`src/include/acr_regs.svh`:
```
// register offsets, fields, reset values and volume map of the control bank
// How it works
// - register 0 returns a fixed 8-bit identity, never altered by writes
// - clip threshold upper six bits sit in power register bits 7:2
// - power bit 1 sleeps power stage, low-voltage standby kept; resets 0
// - power bit 0 low shuts amplifier and both supplies down; resets 1
// - digital bit 7 bypasses the high-pass filter when set; resets 0
// - boost field 5:4 adds 0, 6, 12 or 18 dB; default code 01
// - digital bit 3 picks single (clear) or double (set) rate; resets 0
// - format 0-3 right-justified 24/20/18/16, 4 i2s default, 5 left
// - volume bit 7 enables gradual fading; resets to one
// - volume bit 1 mutes right channel to 50/50 duty; resets 0
// - volume bit 0 mutes left channel the same way; resets 0
// - register 4 is the 8-bit read-write left volume byte
// - volume 0xcf is 0 dB, half-dB steps, below 0x07 mutes
// - write: device address, register address, data; each byte acked
`ifndef ACR_REGS_SVH
`define ACR_REGS_SVH

// ----------------------------------------------------------------
// offsets
// ----------------------------------------------------------------
`define ACR_OFF_ID 8'h00
`define ACR_OFF_PWR 8'h01
`define ACR_OFF_DIG 8'h02
`define ACR_OFF_VCFG 8'h03
`define ACR_OFF_LVOL 8'h04

// ----------------------------------------------------------------
// reset values and writable masks
// ----------------------------------------------------------------
`define ACR_RST_PWR 8'hfd
`define ACR_RST_DIG 8'h14
`define ACR_RST_VCFG 8'h80
`define ACR_RST_LVOL 8'hcf
`define ACR_MASK_DIG 8'hbf
`define ACR_MASK_VCFG 8'h83

// ----------------------------------------------------------------
// field positions
// ----------------------------------------------------------------
`define ACR_PWR_CLIP_HI 7
`define ACR_PWR_CLIP_LO 2
`define ACR_PWR_SLEEP 1
`define ACR_PWR_RUN 0
`define ACR_DIG_HPF 7
`define ACR_DIG_BOOST_HI 5
`define ACR_DIG_BOOST_LO 4
`define ACR_DIG_RATE 3
`define ACR_DIG_FMT_HI 2
`define ACR_DIG_FMT_LO 0
`define ACR_VCFG_FADE 7
`define ACR_VCFG_MUTE_R 1
`define ACR_VCFG_MUTE_L 0

// ----------------------------------------------------------------
// volume map
// ----------------------------------------------------------------
`define ACR_VOL_ZERO_DB 9'h0cf
`define ACR_VOL_FLOOR 8'h07
`define ACR_BOOST_STEP_DB 5'h06

`endif

```
`src/include/acr_pkg.sv`:
```
// types shared by the control bank
package acr_pkg;

    // control port sequencer, gray along the usual path
    typedef enum logic [3:0] {
        ST_IDLE = 4'h0,
        ST_ADDR = 4'h1,
        ST_ADDR_ACK = 4'h3,
        ST_REG = 4'h2,
        ST_REG_ACK = 4'h6,
        ST_WR = 4'h7,
        ST_WR_ACK = 4'h5,
        ST_RD = 4'h4,
        ST_RD_ACK = 4'hc
    } acr_state_t;

    typedef enum logic [2:0] {
        FMT_RJ24 = 3'h0,
        FMT_RJ20 = 3'h1,
        FMT_RJ18 = 3'h2,
        FMT_RJ16 = 3'h3,
        FMT_I2S = 3'h4,
        FMT_LJ = 3'h5
    } acr_format_t;

endpackage

```
`src/hdl/acr_line_sampler.sv`:
```
// samples one control port line and reports its edges
`timescale 1ns/1ns
module acr_line_sampler #(
    parameter logic IDLE_LEVEL = 1'b1
) (
    // clock and reset
    input wire logic clk,
    input wire logic srst,
    // line
    input wire logic line_in,
    // sampled level and edges
    output logic level,
    output logic rise,
    output logic fall
);

    logic now_reg;
    logic prev_reg;

    always_ff @(posedge clk) begin
        if (srst) begin
            now_reg <= IDLE_LEVEL;
            prev_reg <= IDLE_LEVEL;
        end else begin
            now_reg <= line_in;
            prev_reg <= now_reg;
        end
    end

    assign level = now_reg;
    assign rise = now_reg & ~prev_reg;
    assign fall = ~now_reg & prev_reg;

endmodule

```
`src/hdl/acr_ctrl_bank.sv`:
```
// control register bank with its two-wire control port
`timescale 1ns/1ns
`include "acr_regs.svh"
module acr_ctrl_bank #(
    parameter logic [6:0] DEV_ADDR = 7'h2a,
    // identity value is arbitrary
    parameter logic [7:0] ID_VALUE = 8'h5a
) (
    // clock and reset
    input wire logic clk,
    input wire logic srst,
    // control port, sda is open drain
    input wire logic scl_in,
    input wire logic sda_in,
    output logic sda_out,
    output logic sda_oe,
    // power controls
    output logic [5:0] clip_threshold_high,
    output logic power_stage_sleep,
    output logic amplifier_run_n_off,
    output logic power_stage_enable,
    // digital path controls
    output logic highpass_skip,
    output logic [1:0] boost_code,
    output logic [4:0] boost_db,
    output logic rate_class_select,
    output logic [2:0] format_code,
    output logic format_is_i2s,
    output logic format_is_left,
    output logic [4:0] format_rj_bits,
    // volume controls
    output logic fade_enable,
    output logic mute_right,
    output logic mute_left,
    output logic [7:0] left_volume,
    output logic signed [8:0] left_gain_half_db,
    output logic left_silent
);

    // ----------------------------------------------------------------
    // line sampling
    // ----------------------------------------------------------------
    logic scl_lvl;
    logic scl_rise;
    logic scl_fall;
    logic sda_lvl;
    logic sda_rise;
    logic sda_fall;

    acr_line_sampler #(.IDLE_LEVEL(1'b1)) u_scl (
        .clk(clk),
        .srst(srst),
        .line_in(scl_in),
        .level(scl_lvl),
        .rise(scl_rise),
        .fall(scl_fall)
    );

    acr_line_sampler #(.IDLE_LEVEL(1'b1)) u_sda (
        .clk(clk),
        .srst(srst),
        .line_in(sda_in),
        .level(sda_lvl),
        .rise(sda_rise),
        .fall(sda_fall)
    );

    // start and stop are seen with scl held high
    wire start_seen = scl_lvl & sda_fall;
    wire stop_seen = scl_lvl & sda_rise;

    // ----------------------------------------------------------------
    // registers
    // ----------------------------------------------------------------
    logic [7:0] pwr_reg;
    logic [7:0] dig_reg;
    logic [7:0] vcfg_reg;
    logic [7:0] lvol_reg;

    acr_pkg::acr_state_t state_reg;
    acr_pkg::acr_state_t state_next;
    logic [7:0] shift_reg;
    logic [7:0] shift_next;
    logic [3:0] cnt_reg;
    logic [3:0] cnt_next;
    logic [7:0] ptr_reg;
    logic [7:0] ptr_next;
    logic oe_reg;
    logic oe_next;
    logic wr_stb;

    // ----------------------------------------------------------------
    // read selection, unmapped offsets read zero
    // ----------------------------------------------------------------
    wire hit_id = ptr_reg == `ACR_OFF_ID;
    wire hit_pwr = ptr_reg == `ACR_OFF_PWR;
    wire hit_dig = ptr_reg == `ACR_OFF_DIG;
    wire hit_vcfg = ptr_reg == `ACR_OFF_VCFG;
    wire hit_lvol = ptr_reg == `ACR_OFF_LVOL;

    wire [7:0] rd_data =
        hit_id ? ID_VALUE :
        hit_pwr ? pwr_reg :
        hit_dig ? dig_reg :
        hit_vcfg ? vcfg_reg :
        hit_lvol ? lvol_reg : 8'h00;

    // ----------------------------------------------------------------
    // write decode; identity and reserved bits never take a write
    // ----------------------------------------------------------------
    wire wr_pwr = wr_stb & hit_pwr;
    wire wr_dig = wr_stb & hit_dig;
    wire wr_vcfg = wr_stb & hit_vcfg;
    wire wr_lvol = wr_stb & hit_lvol;

    wire [7:0] dig_wdata = shift_reg & `ACR_MASK_DIG;
    wire [7:0] vcfg_wdata = shift_reg & `ACR_MASK_VCFG;

    always_ff @(posedge clk) begin
        if (srst) begin
            pwr_reg <= `ACR_RST_PWR;
            dig_reg <= `ACR_RST_DIG;
            vcfg_reg <= `ACR_RST_VCFG;
            lvol_reg <= `ACR_RST_LVOL;
        end else begin
            if (wr_pwr) begin
                pwr_reg <= shift_reg;
            end
            if (wr_dig) begin
                dig_reg <= dig_wdata;
            end
            if (wr_vcfg) begin
                vcfg_reg <= vcfg_wdata;
            end
            if (wr_lvol) begin
                lvol_reg <= shift_reg;
            end
        end
    end

    // ----------------------------------------------------------------
    // control port sequencer
    // ----------------------------------------------------------------
    wire addr_match = shift_reg[7:1] == DEV_ADDR;
    wire got_byte = cnt_reg == 4'h8;

    always_comb begin
        state_next = state_reg;
        shift_next = shift_reg;
        cnt_next = cnt_reg;
        ptr_next = ptr_reg;
        oe_next = oe_reg;
        wr_stb = 1'b0;
        if (start_seen) begin
            state_next = acr_pkg::ST_ADDR;
            cnt_next = 4'h0;
            oe_next = 1'b0;
        end else if (stop_seen) begin
            state_next = acr_pkg::ST_IDLE;
            oe_next = 1'b0;
        end else begin
            case (state_reg)
                acr_pkg::ST_IDLE: begin
                    oe_next = 1'b0;
                end
                acr_pkg::ST_ADDR, acr_pkg::ST_REG, acr_pkg::ST_WR: begin
                    if (scl_rise && !got_byte) begin
                        shift_next = {shift_reg[6:0], sda_lvl};
                        cnt_next = cnt_reg + 4'h1;
                    end else if (scl_fall && got_byte) begin
                        cnt_next = 4'h0;
                        oe_next = 1'b1;
                        case (state_reg)
                            acr_pkg::ST_ADDR: begin
                                if (addr_match) begin
                                    state_next = acr_pkg::ST_ADDR_ACK;
                                end else begin
                                    state_next = acr_pkg::ST_IDLE;
                                    oe_next = 1'b0;
                                end
                            end
                            acr_pkg::ST_REG: begin
                                ptr_next = shift_reg;
                                state_next = acr_pkg::ST_REG_ACK;
                            end
                            default: begin
                                wr_stb = 1'b1;
                                ptr_next = ptr_reg + 8'h01;
                                state_next = acr_pkg::ST_WR_ACK;
                            end
                        endcase
                    end
                end
                acr_pkg::ST_ADDR_ACK: begin
                    if (scl_fall) begin
                        if (shift_reg[0]) begin
                            // read: first data bit goes out on this fall
                            shift_next = rd_data;
                            oe_next = ~rd_data[7];
                            ptr_next = ptr_reg + 8'h01;
                            state_next = acr_pkg::ST_RD;
                        end else begin
                            oe_next = 1'b0;
                            state_next = acr_pkg::ST_REG;
                        end
                    end
                end
                acr_pkg::ST_REG_ACK, acr_pkg::ST_WR_ACK: begin
                    if (scl_fall) begin
                        oe_next = 1'b0;
                        state_next = acr_pkg::ST_WR;
                    end
                end
                acr_pkg::ST_RD: begin
                    if (scl_rise) begin
                        cnt_next = cnt_reg + 4'h1;
                    end else if (scl_fall) begin
                        if (cnt_reg == 4'h8) begin
                            cnt_next = 4'h0;
                            oe_next = 1'b0;
                            state_next = acr_pkg::ST_RD_ACK;
                        end else begin
                            shift_next = {shift_reg[6:0], 1'b0};
                            oe_next = ~shift_reg[6];
                        end
                    end
                end
                acr_pkg::ST_RD_ACK: begin
                    if (scl_rise && sda_lvl) begin
                        // master nack ends the read
                        state_next = acr_pkg::ST_IDLE;
                    end else if (scl_fall) begin
                        shift_next = rd_data;
                        oe_next = ~rd_data[7];
                        ptr_next = ptr_reg + 8'h01;
                        state_next = acr_pkg::ST_RD;
                    end
                end
                default: begin
                    state_next = acr_pkg::ST_IDLE;
                    oe_next = 1'b0;
                end
            endcase
        end
    end

    always_ff @(posedge clk) begin
        if (srst) begin
            state_reg <= acr_pkg::ST_IDLE;
            shift_reg <= 8'h00;
            cnt_reg <= 4'h0;
            ptr_reg <= 8'h00;
            oe_reg <= 1'b0;
        end else begin
            state_reg <= state_next;
            shift_reg <= shift_next;
            cnt_reg <= cnt_next;
            ptr_reg <= ptr_next;
            oe_reg <= oe_next;
        end
    end

    // open drain: only ever pulls low
    assign sda_out = 1'b0;
    assign sda_oe = oe_reg;

    // ----------------------------------------------------------------
    // power controls
    // ----------------------------------------------------------------
    assign clip_threshold_high =
        pwr_reg[`ACR_PWR_CLIP_HI:`ACR_PWR_CLIP_LO];
    assign power_stage_sleep = pwr_reg[`ACR_PWR_SLEEP];
    assign amplifier_run_n_off = pwr_reg[`ACR_PWR_RUN];
    // sleep drops only the stage; shutdown drops everything
    assign power_stage_enable =
        pwr_reg[`ACR_PWR_RUN] & ~pwr_reg[`ACR_PWR_SLEEP];

    // ----------------------------------------------------------------
    // digital path controls
    // ----------------------------------------------------------------
    assign highpass_skip = dig_reg[`ACR_DIG_HPF];
    assign boost_code =
        dig_reg[`ACR_DIG_BOOST_HI:`ACR_DIG_BOOST_LO];
    // code times six dB
    wire [4:0] boost_x2 = {2'b00, boost_code, 1'b0};
    wire [4:0] boost_x4 = {1'b0, boost_code, 2'b00};
    assign boost_db = boost_x2 + boost_x4;
    assign rate_class_select = dig_reg[`ACR_DIG_RATE];
    assign format_code = dig_reg[`ACR_DIG_FMT_HI:`ACR_DIG_FMT_LO];

    // reserved codes above left-justified decode to nothing valid
    wire [2:0] fc = format_code;
    assign format_is_i2s = fc == acr_pkg::FMT_I2S;
    assign format_is_left = fc == acr_pkg::FMT_LJ;
    assign format_rj_bits =
        (fc == acr_pkg::FMT_RJ24) ? 5'h18 :
        (fc == acr_pkg::FMT_RJ20) ? 5'h14 :
        (fc == acr_pkg::FMT_RJ18) ? 5'h12 :
        (fc == acr_pkg::FMT_RJ16) ? 5'h10 : 5'h00;

    // ----------------------------------------------------------------
    // volume controls
    // ----------------------------------------------------------------
    assign fade_enable = vcfg_reg[`ACR_VCFG_FADE];
    assign mute_right = vcfg_reg[`ACR_VCFG_MUTE_R];
    assign mute_left = vcfg_reg[`ACR_VCFG_MUTE_L];
    assign left_volume = lvol_reg;
    // half-dB steps relative to 0 dB
    assign left_gain_half_db =
        $signed({1'b0, lvol_reg}) - $signed(`ACR_VOL_ZERO_DB);
    assign left_silent =
        (lvol_reg < `ACR_VOL_FLOOR) | mute_left;

endmodule

```
`config.mk`:
```
export PLATFORM = sky130hd
export DESIGN_NAME = acr_ctrl_bank
export DESIGN_NICKNAME = d
export VERILOG_FILES = /design/src/include/acr_pkg.sv /design/src/hdl/acr_line_sampler.sv /design/src/hdl/acr_ctrl_bank.sv
export VERILOG_INCLUDE_DIRS = /design/src /design/src/include
export SDC_FILE = /design/constraint.sdc
export NUM_CORES = 1
export LEC_CHECK = 0
export ABC_AREA = 0
export BUFFER_PORTS_ARGS = -buffer_cell sky130_fd_sc_hd__buf_2
export CAP_MARGIN = 20
export CORE_MARGIN = 2
export CORE_UTILIZATION = 55
export CTS_CLUSTER_DIAMETER = 120
export DETAILED_ROUTE_END_ITERATION = 12
export GPL_TIMING_DRIVEN = 0
export PLACE_DENSITY = 0.75
export SLEW_MARGIN = 20
export SYNTH_ARGS = -nofsm -noshare
export SYNTH_HDL_FRONTEND = slang
export SYNTH_SLANG_ARGS = --single-unit
```
`constraint.sdc`:
```
create_clock -name clk -period 4.08 [get_ports clk]
set_input_delay 0.408 -clock clk [delete_from_list [all_inputs] [get_ports clk]]
set_output_delay 0.408 -clock clk [all_outputs]
set_load 0.005 [all_outputs]
```
* Yosys cells after proc, flatten, opt, wreduce, memory -nomap -nowiden
Index checks and enable logic that the tools add are counted.
Storage, ports and cells: register bits after elaboration 55, bits of input ports 4, output and inout bits 51, word-level logic and storage cells 175
Operators by class: add/subtract/negate cells 4, $lt $le $gt $ge 1, equal/unequal tests 45, multiplexer cells 66, bitwise gates (word level) 22, reductions and logical operators 22
Operator list (number):
- 2-to-1 mux 8 bit | 19
- 2-to-1 mux 4 bit | 14
- case mux 8 bit (4 select lines) | 1
- inequality test 4 bit, second input constant | 7
- inequality test 2 bit, second input constant | 13
- case mux 4 bit (6 select lines) | 1
- case mux 8 bit (3 select lines) | 1
- 2-to-1 mux 1 bit | 20
- 2-to-1 mux 5 bit | 4
- AND reduction 10 bit | 2
- AND reduction 9 bit | 2
- equality test 4 x 3 -> 1 bit, second input constant | 4
- equality test 8 x 2 -> 1 bit, second input constant | 2
- case mux 4 bit (2 select lines) | 2
- case mux 8 bit (2 select lines) | 1
- inequality test 3 bit, second input constant | 5
- AND 1 bit | 11
- AND reduction 11 bit | 1
- inverter 1 bit | 10
- subtractor 8 x 8 -> 9 bit, second input constant | 1
- adder 8 x 1 -> 8 bit, second input constant | 1
- equality test 4 x 2 -> 1 bit, second input constant | 2
- equality test 4 bit, second input constant | 2
- equality test 8 x 1 -> 1 bit, second input constant | 1
- other kinds (26) | 33

* Longest topological paths before layout
depth after elaboration 10, mapped depth 10, depth with buffers taken out 7

* Hierarchy
From an unflattened synthesis, not the netlist that was laid out.
Unflattened totals: cell total of the unflattened synthesis 436, area total of the unflattened synthesis 3578.4 um^2
Modules (own cells, without submodules):
- acr_ctrl_bank | instances 1, cells each 424, area each 3445.8 um^2
- acr_line_sampler | instances 2, cells each 6, area each 66.3 um^2

* Worst setup path after synthesis
No wires, ideal clock.
path kind flip-flop to flip-flop, start point register u_scl.now_reg, in the netlist u_scl.level, end point register state_reg[2], arrival time 2087 ps, data required time 3964 ps, path slack 1877 ps, stages on the path, launching flop included 10, path buffers 2, cell sequence dfxtp_1 clkbuf_1 inv_1 ha_1 buf_2 a211oi_1 a221oi_1 a311o_1 and2_1 o211a_1
Between the ends: longest elaborated chain between the ends 5, elaborated cells between the ends (all ways) 19
Ends and longest elaborated chain:
- start: declaration | line acr_line_sampler.sv:17 | logic now_reg;
- start signal: assignment | line acr_line_sampler.sv:25 | now_reg <= line_in;
- inverter 1 bit | line acr_line_sampler.sv:32 | assign fall = ~now_reg & prev_reg;
- AND 1 bit | line acr_line_sampler.sv:32
- logical AND 1 bit | line acr_ctrl_bank.sv:170 | end else if (scl_fall && got_byte) begin
- inequality test 2 bit (no line)
- AND reduction 9 bit (no line)
- end signal: assignment | line acr_ctrl_bank.sv:249 | state_reg <= acr_pkg::ST_IDLE;
- end signal: assignment | line acr_ctrl_bank.sv:255 | state_reg <= state_next;
- end: declaration | line acr_ctrl_bank.sv:80 | acr_pkg::acr_state_t state_reg;
Parallel ways exist; a longest one is shown, timed or not. A chain may end at the register's enable or synchronous reset.

* Worst setup path after layout
start point register ptr_reg[0], end point register oe_reg, in the netlist sda_oe
Between the ends: longest elaborated chain between the ends 10, elaborated cells between the ends (all ways) 16
Ends and longest elaborated chain:
- start: declaration | line acr_ctrl_bank.sv:86 | logic [7:0] ptr_reg;
- start signal: assignment | line acr_ctrl_bank.sv:258 | ptr_reg <= ptr_next;
- equality test 8 x 3 -> 1 bit (no line)
- 2-to-1 mux 8 bit | line acr_ctrl_bank.sv:106 | hit_lvol ? lvol_reg : 8'h00;
- 2-to-1 mux 8 bit | line acr_ctrl_bank.sv:105 | hit_vcfg ? vcfg_reg :
- 2-to-1 mux 8 bit | line acr_ctrl_bank.sv:104 | hit_dig ? dig_reg :
- 2-to-1 mux 8 bit | line acr_ctrl_bank.sv:103 | hit_pwr ? pwr_reg :
- 2-to-1 mux 8 bit (*) | line acr_ctrl_bank.sv:102 | hit_id ? ID_VALUE :
- inverter 1 bit (*) | line acr_ctrl_bank.sv:199, acr_ctrl_bank.sv:234
- 2-to-1 mux 1 bit (on tied branches) | line acr_ctrl_bank.sv:232, acr_ctrl_bank.sv:196
- 2-to-1 mux 1 bit (on tied branches) | line acr_ctrl_bank.sv:229, acr_ctrl_bank.sv:195
- case mux 1 bit (5 select lines) (*) | line acr_ctrl_bank.sv:162 | case (state_reg)
- end signal: assignment | line acr_ctrl_bank.sv:259 | oe_reg <= oe_next;
- end: declaration | line acr_ctrl_bank.sv:88 | logic oe_reg;
Every way passes the cells marked *; elsewhere a longest branch is shown, timed or not. The select of a mux whose other input is x is not followed.

==> flow_metrics.env <==
export IMPL_synth_mux_area_fraction=0.0754
export IMPL_wl_per_cell_um=17.7
export IMPL_synth_warnings=0
export IMPL_rows=29
export IMPL_hold_class="in2reg"
export IMPL_yosysMostFrequentCell="dfxtp_1"
export IMPL_cts_buffers=5
export IMPL_synth_area_leaders="dfxtp_1 30%, mux2i_1 7.5%, nand2_1 4.7%"
export IMPL_synth_top_family_by_area="simple AND/OR/NAND/NOR gates"
export IMPL_place_ws_ns=1.63
export IMPL_synth_compound_area_share=0.241
export IMPL_ys_seq_area_frac=0.296
export IMPL_cts_resized=0
export IMPL_min_to="u_sda.level"
export IMPL_dieWidth_um=86.2
export IMPL_drc=0
export IMPL_path_cells="inv_1 > ha_1 > buf_2 > a21oi_1 > a2111oi_0 > o21ai_0 > a221oi_1 > o41ai_1"
export IMPL_slowest_delay_ns=0.70
export IMPL_dieArea_um2=7430
export IMPL_wirelength_mm=10.4
export IMPL_regToRegSetupSlack_ns=1.56
export IMPL_htree_num_levels=2
export IMPL_grt_overflow_total=0
export IMPL_yosysTopAreaCell="dfxtp_1"
export IMPL_min_from="sda_in"
export IMPL_yosys_top_cells_count="55 x dfxtp_1, 47 x nand2_1, 33 x nor2_1"
export IMPL_crit_family="compound AO/OA/AOI/OAI gates"
export IMPL_maxSlewViolCount=0
export IMPL_cp_data_arrival_time_ns=2.69
export IMPL_synthAdderAreaFrac=0.0370
export IMPL_tightest_slew_ns=0.739
export IMPL_post_route_min_period_ns=2.52
export IMPL_syn_avg_cell_area_um2=8.26
export IMPL_reg2reg_to="sda_oe"
export IMPL_grt_pass1_wl_mm=16.5
export IMPL_ys_ff_latch=55
export IMPL_cts_root_buf="clkbuf_8"
export IMPL_globalplace_congestion=0.910
export IMPL_finalCritPeriodShare=0.617
export IMPL_vdd_drop_max_mv=0.172
export IMPL_whs_path_depth=2
export IMPL_cp_start_kind="flop"
export IMPL_area_growth_syn_to_layout_pct=12.4
export IMPL_slew_headroom=0.494
export IMPL_hold_viol_final=0
export IMPL_synth_edf_count=0
export IMPL_path_max_fanout=10
export IMPL_clock_sinks=55
export IMPL_cts_path_max_buffers=2
export IMPL_dp_hpwl_mm=7.56
export IMPL_fin_setup_tns_ns=0
export IMPL_max_cap_violations=0
export IMPL_setup_violations=0
export IMPL_vias=3680
export IMPL_p_leak_nw=1.82
export IMPL_antenna_found_initial=0
export IMPL_status="complete, no violations"
export IMPL_yosys_area_share_xor_xnor=0.0189
export IMPL_crit_path_end_kind="flop"
export IMPL_insertion_delay_ns=0.31
export IMPL_first_global_vias=3186
export IMPL_cts_tree="done"
export IMPL_required_ns=4.26
export IMPL_boundaryPins=55
export IMPL_fmax_ghz=0.397
export IMPL_rsz0062_at_grt="false"
export IMPL_post_cts_buffers=0
export IMPL_layout_drive_gt1_share=0.196
export IMPL_synth_cell_types=71
export IMPL_synth_cells=450
export IMPL_synth_simple_area_share=0.257
export IMPL_cp_slowest_cell="a2111oi_0"
export IMPL_fin_nets=525
export IMPL_cp_num_buf_inv=2
export IMPL_grt_usage=0.279
export IMPL_initial_core_util=0.575
export IMPL_synth_top_area_share=0.296
export IMPL_clk_pin_slew_worst_paths_ns=0.09
export IMPL_grt_max_degree=16
export IMPL_synthFlopType="dfxtp_1"
export IMPL_num_antenna_cells=0
export IMPL_async_reset_ff_frac=0
export IMPL_powerDensity_nw_per_um2=231
export IMPL_rr_worst_depth=8
export IMPL_viasPerCell=6.27
export IMPL_core_um2=6460
export IMPL_finalClockSkew_ns=0.00824
export IMPL_fillers=569
export IMPL_die_h_um=86.2
export IMPL_criticalPathCategory="reg2reg"
export IMPL_r2r_start="ptr_reg[0]"
export IMPL_layout_setup_ws_ns=1.56
export IMPL_synth_area_um2=3710
export IMPL_drt_pre_antenna_iters=6
export IMPL_ant_nets=0
export IMPL_drtIter0Drc=370
export IMPL_p_total_mw=0.965
export IMPL_io_buffer_count=51
export IMPL_holdBufCountCts=0
==> placed cells by master, fill, tap and decap left out, types with 6 or more instances in the layout <==
master / count
a22oi_1: 6
a21oi_1: 28
mux2i_1: 28
dfxtp_1: 55
nand2b_1: 6
ha_1: 11
inv_1: 18
nor3b_1: 9
nand2_1: 47
o31ai_1: 7
or2_2: 7
clkbuf_1: 18
a32oi_1: 6
o21ai_0: 21
a211oi_1: 11
nor2_1: 33
buf_2: 57
nand3_1: 10
buf_4: 11
nor2b_1: 12
==> per-stage QoR <==
step / hold slack, ns / utilization / std cells / instance area, µm²
6_report: 0.273 / 0.647 / 587 / 4180
3_3_place_gp: 0.477 / 0.631 / 580 / 4070
2_1_floorplan: 0.457 / - / 452 / 3720
4_1_cts: 0.267 / 0.647 / 587 / 4180
3_5_place_dp: 0.489 / 0.631 / 580 / 4070
5_1_grt: 0.271 / 0.647 / 587 / 4180
==> power breakdown <==
group / internal [mW] / leakage (nW) / total (mW) / switching (mW)
logic: 0.0211 / 1.32 / 0.0659 / 0.0448
clock network: 0.180 / 0.0513 / 0.357 / 0.176
registers: 0.540 / 0.445 / 0.542 / 0.00286
total: 0.741 / 1.82 / 0.965 / 0.224
==> cell families after synthesis <==
| logic type | Yosys count |
|---|---|
| AOI/OAI and AO/OA | 121 |
| xor gates and xnor gates | 8 |
| other | 1 |
| DFF | 55 |
| adders and majority gates | 11 |
| buffers and inverters | 55 |
| and+or+nand+nor | 171 |
| muxes | 28 |
==> routing by layer <==
| layer | up-vias | wire, µm | GRT usage |
|---|---|---|---|
| li1 | 1754 | - | - |
| met1 | 1726 | 4830 | 0.432 |
| met2 | 183 | 4460 | 0.400 |
| met3 | 17 | 950 | 0.0581 |
| met4 | 0 | 142 | 0.0540 |
| met5 | - | 0 | 0 |
==> how the worst max path moves through the flow <==
stage	start	end	slack [ns]	cells past startpoint
after floorplan	u_scl.level	state_reg[2]	1.88	9
after global placement	u_scl.level	state_reg[2]	1.64	9
after detailed placement	u_scl.level	state_reg[2]	1.63	9
after CTS	ptr_reg[0]	sda_oe	1.60	8
after global routing	ptr_reg[0]	sda_oe	1.39	8
final	ptr_reg[0]	sda_oe	1.56	8
==> final cells by class <==
class,instances,area (µm²),share of cell area
Multi-Input combinational cell,342,2350,0.563
Sequential cell,55,1100,0.264
Timing Repair Buffer,51,255,0.0611
Buffer,37,204,0.0488
Tap cell,77,96.3,0.0231
Clock buffer,6,72.6,0.0174
Inverter,18,67.6,0.0162
Clock inverter,1,30.0,0.00719
Note: power is estimated with default switching activity, not from simulation.
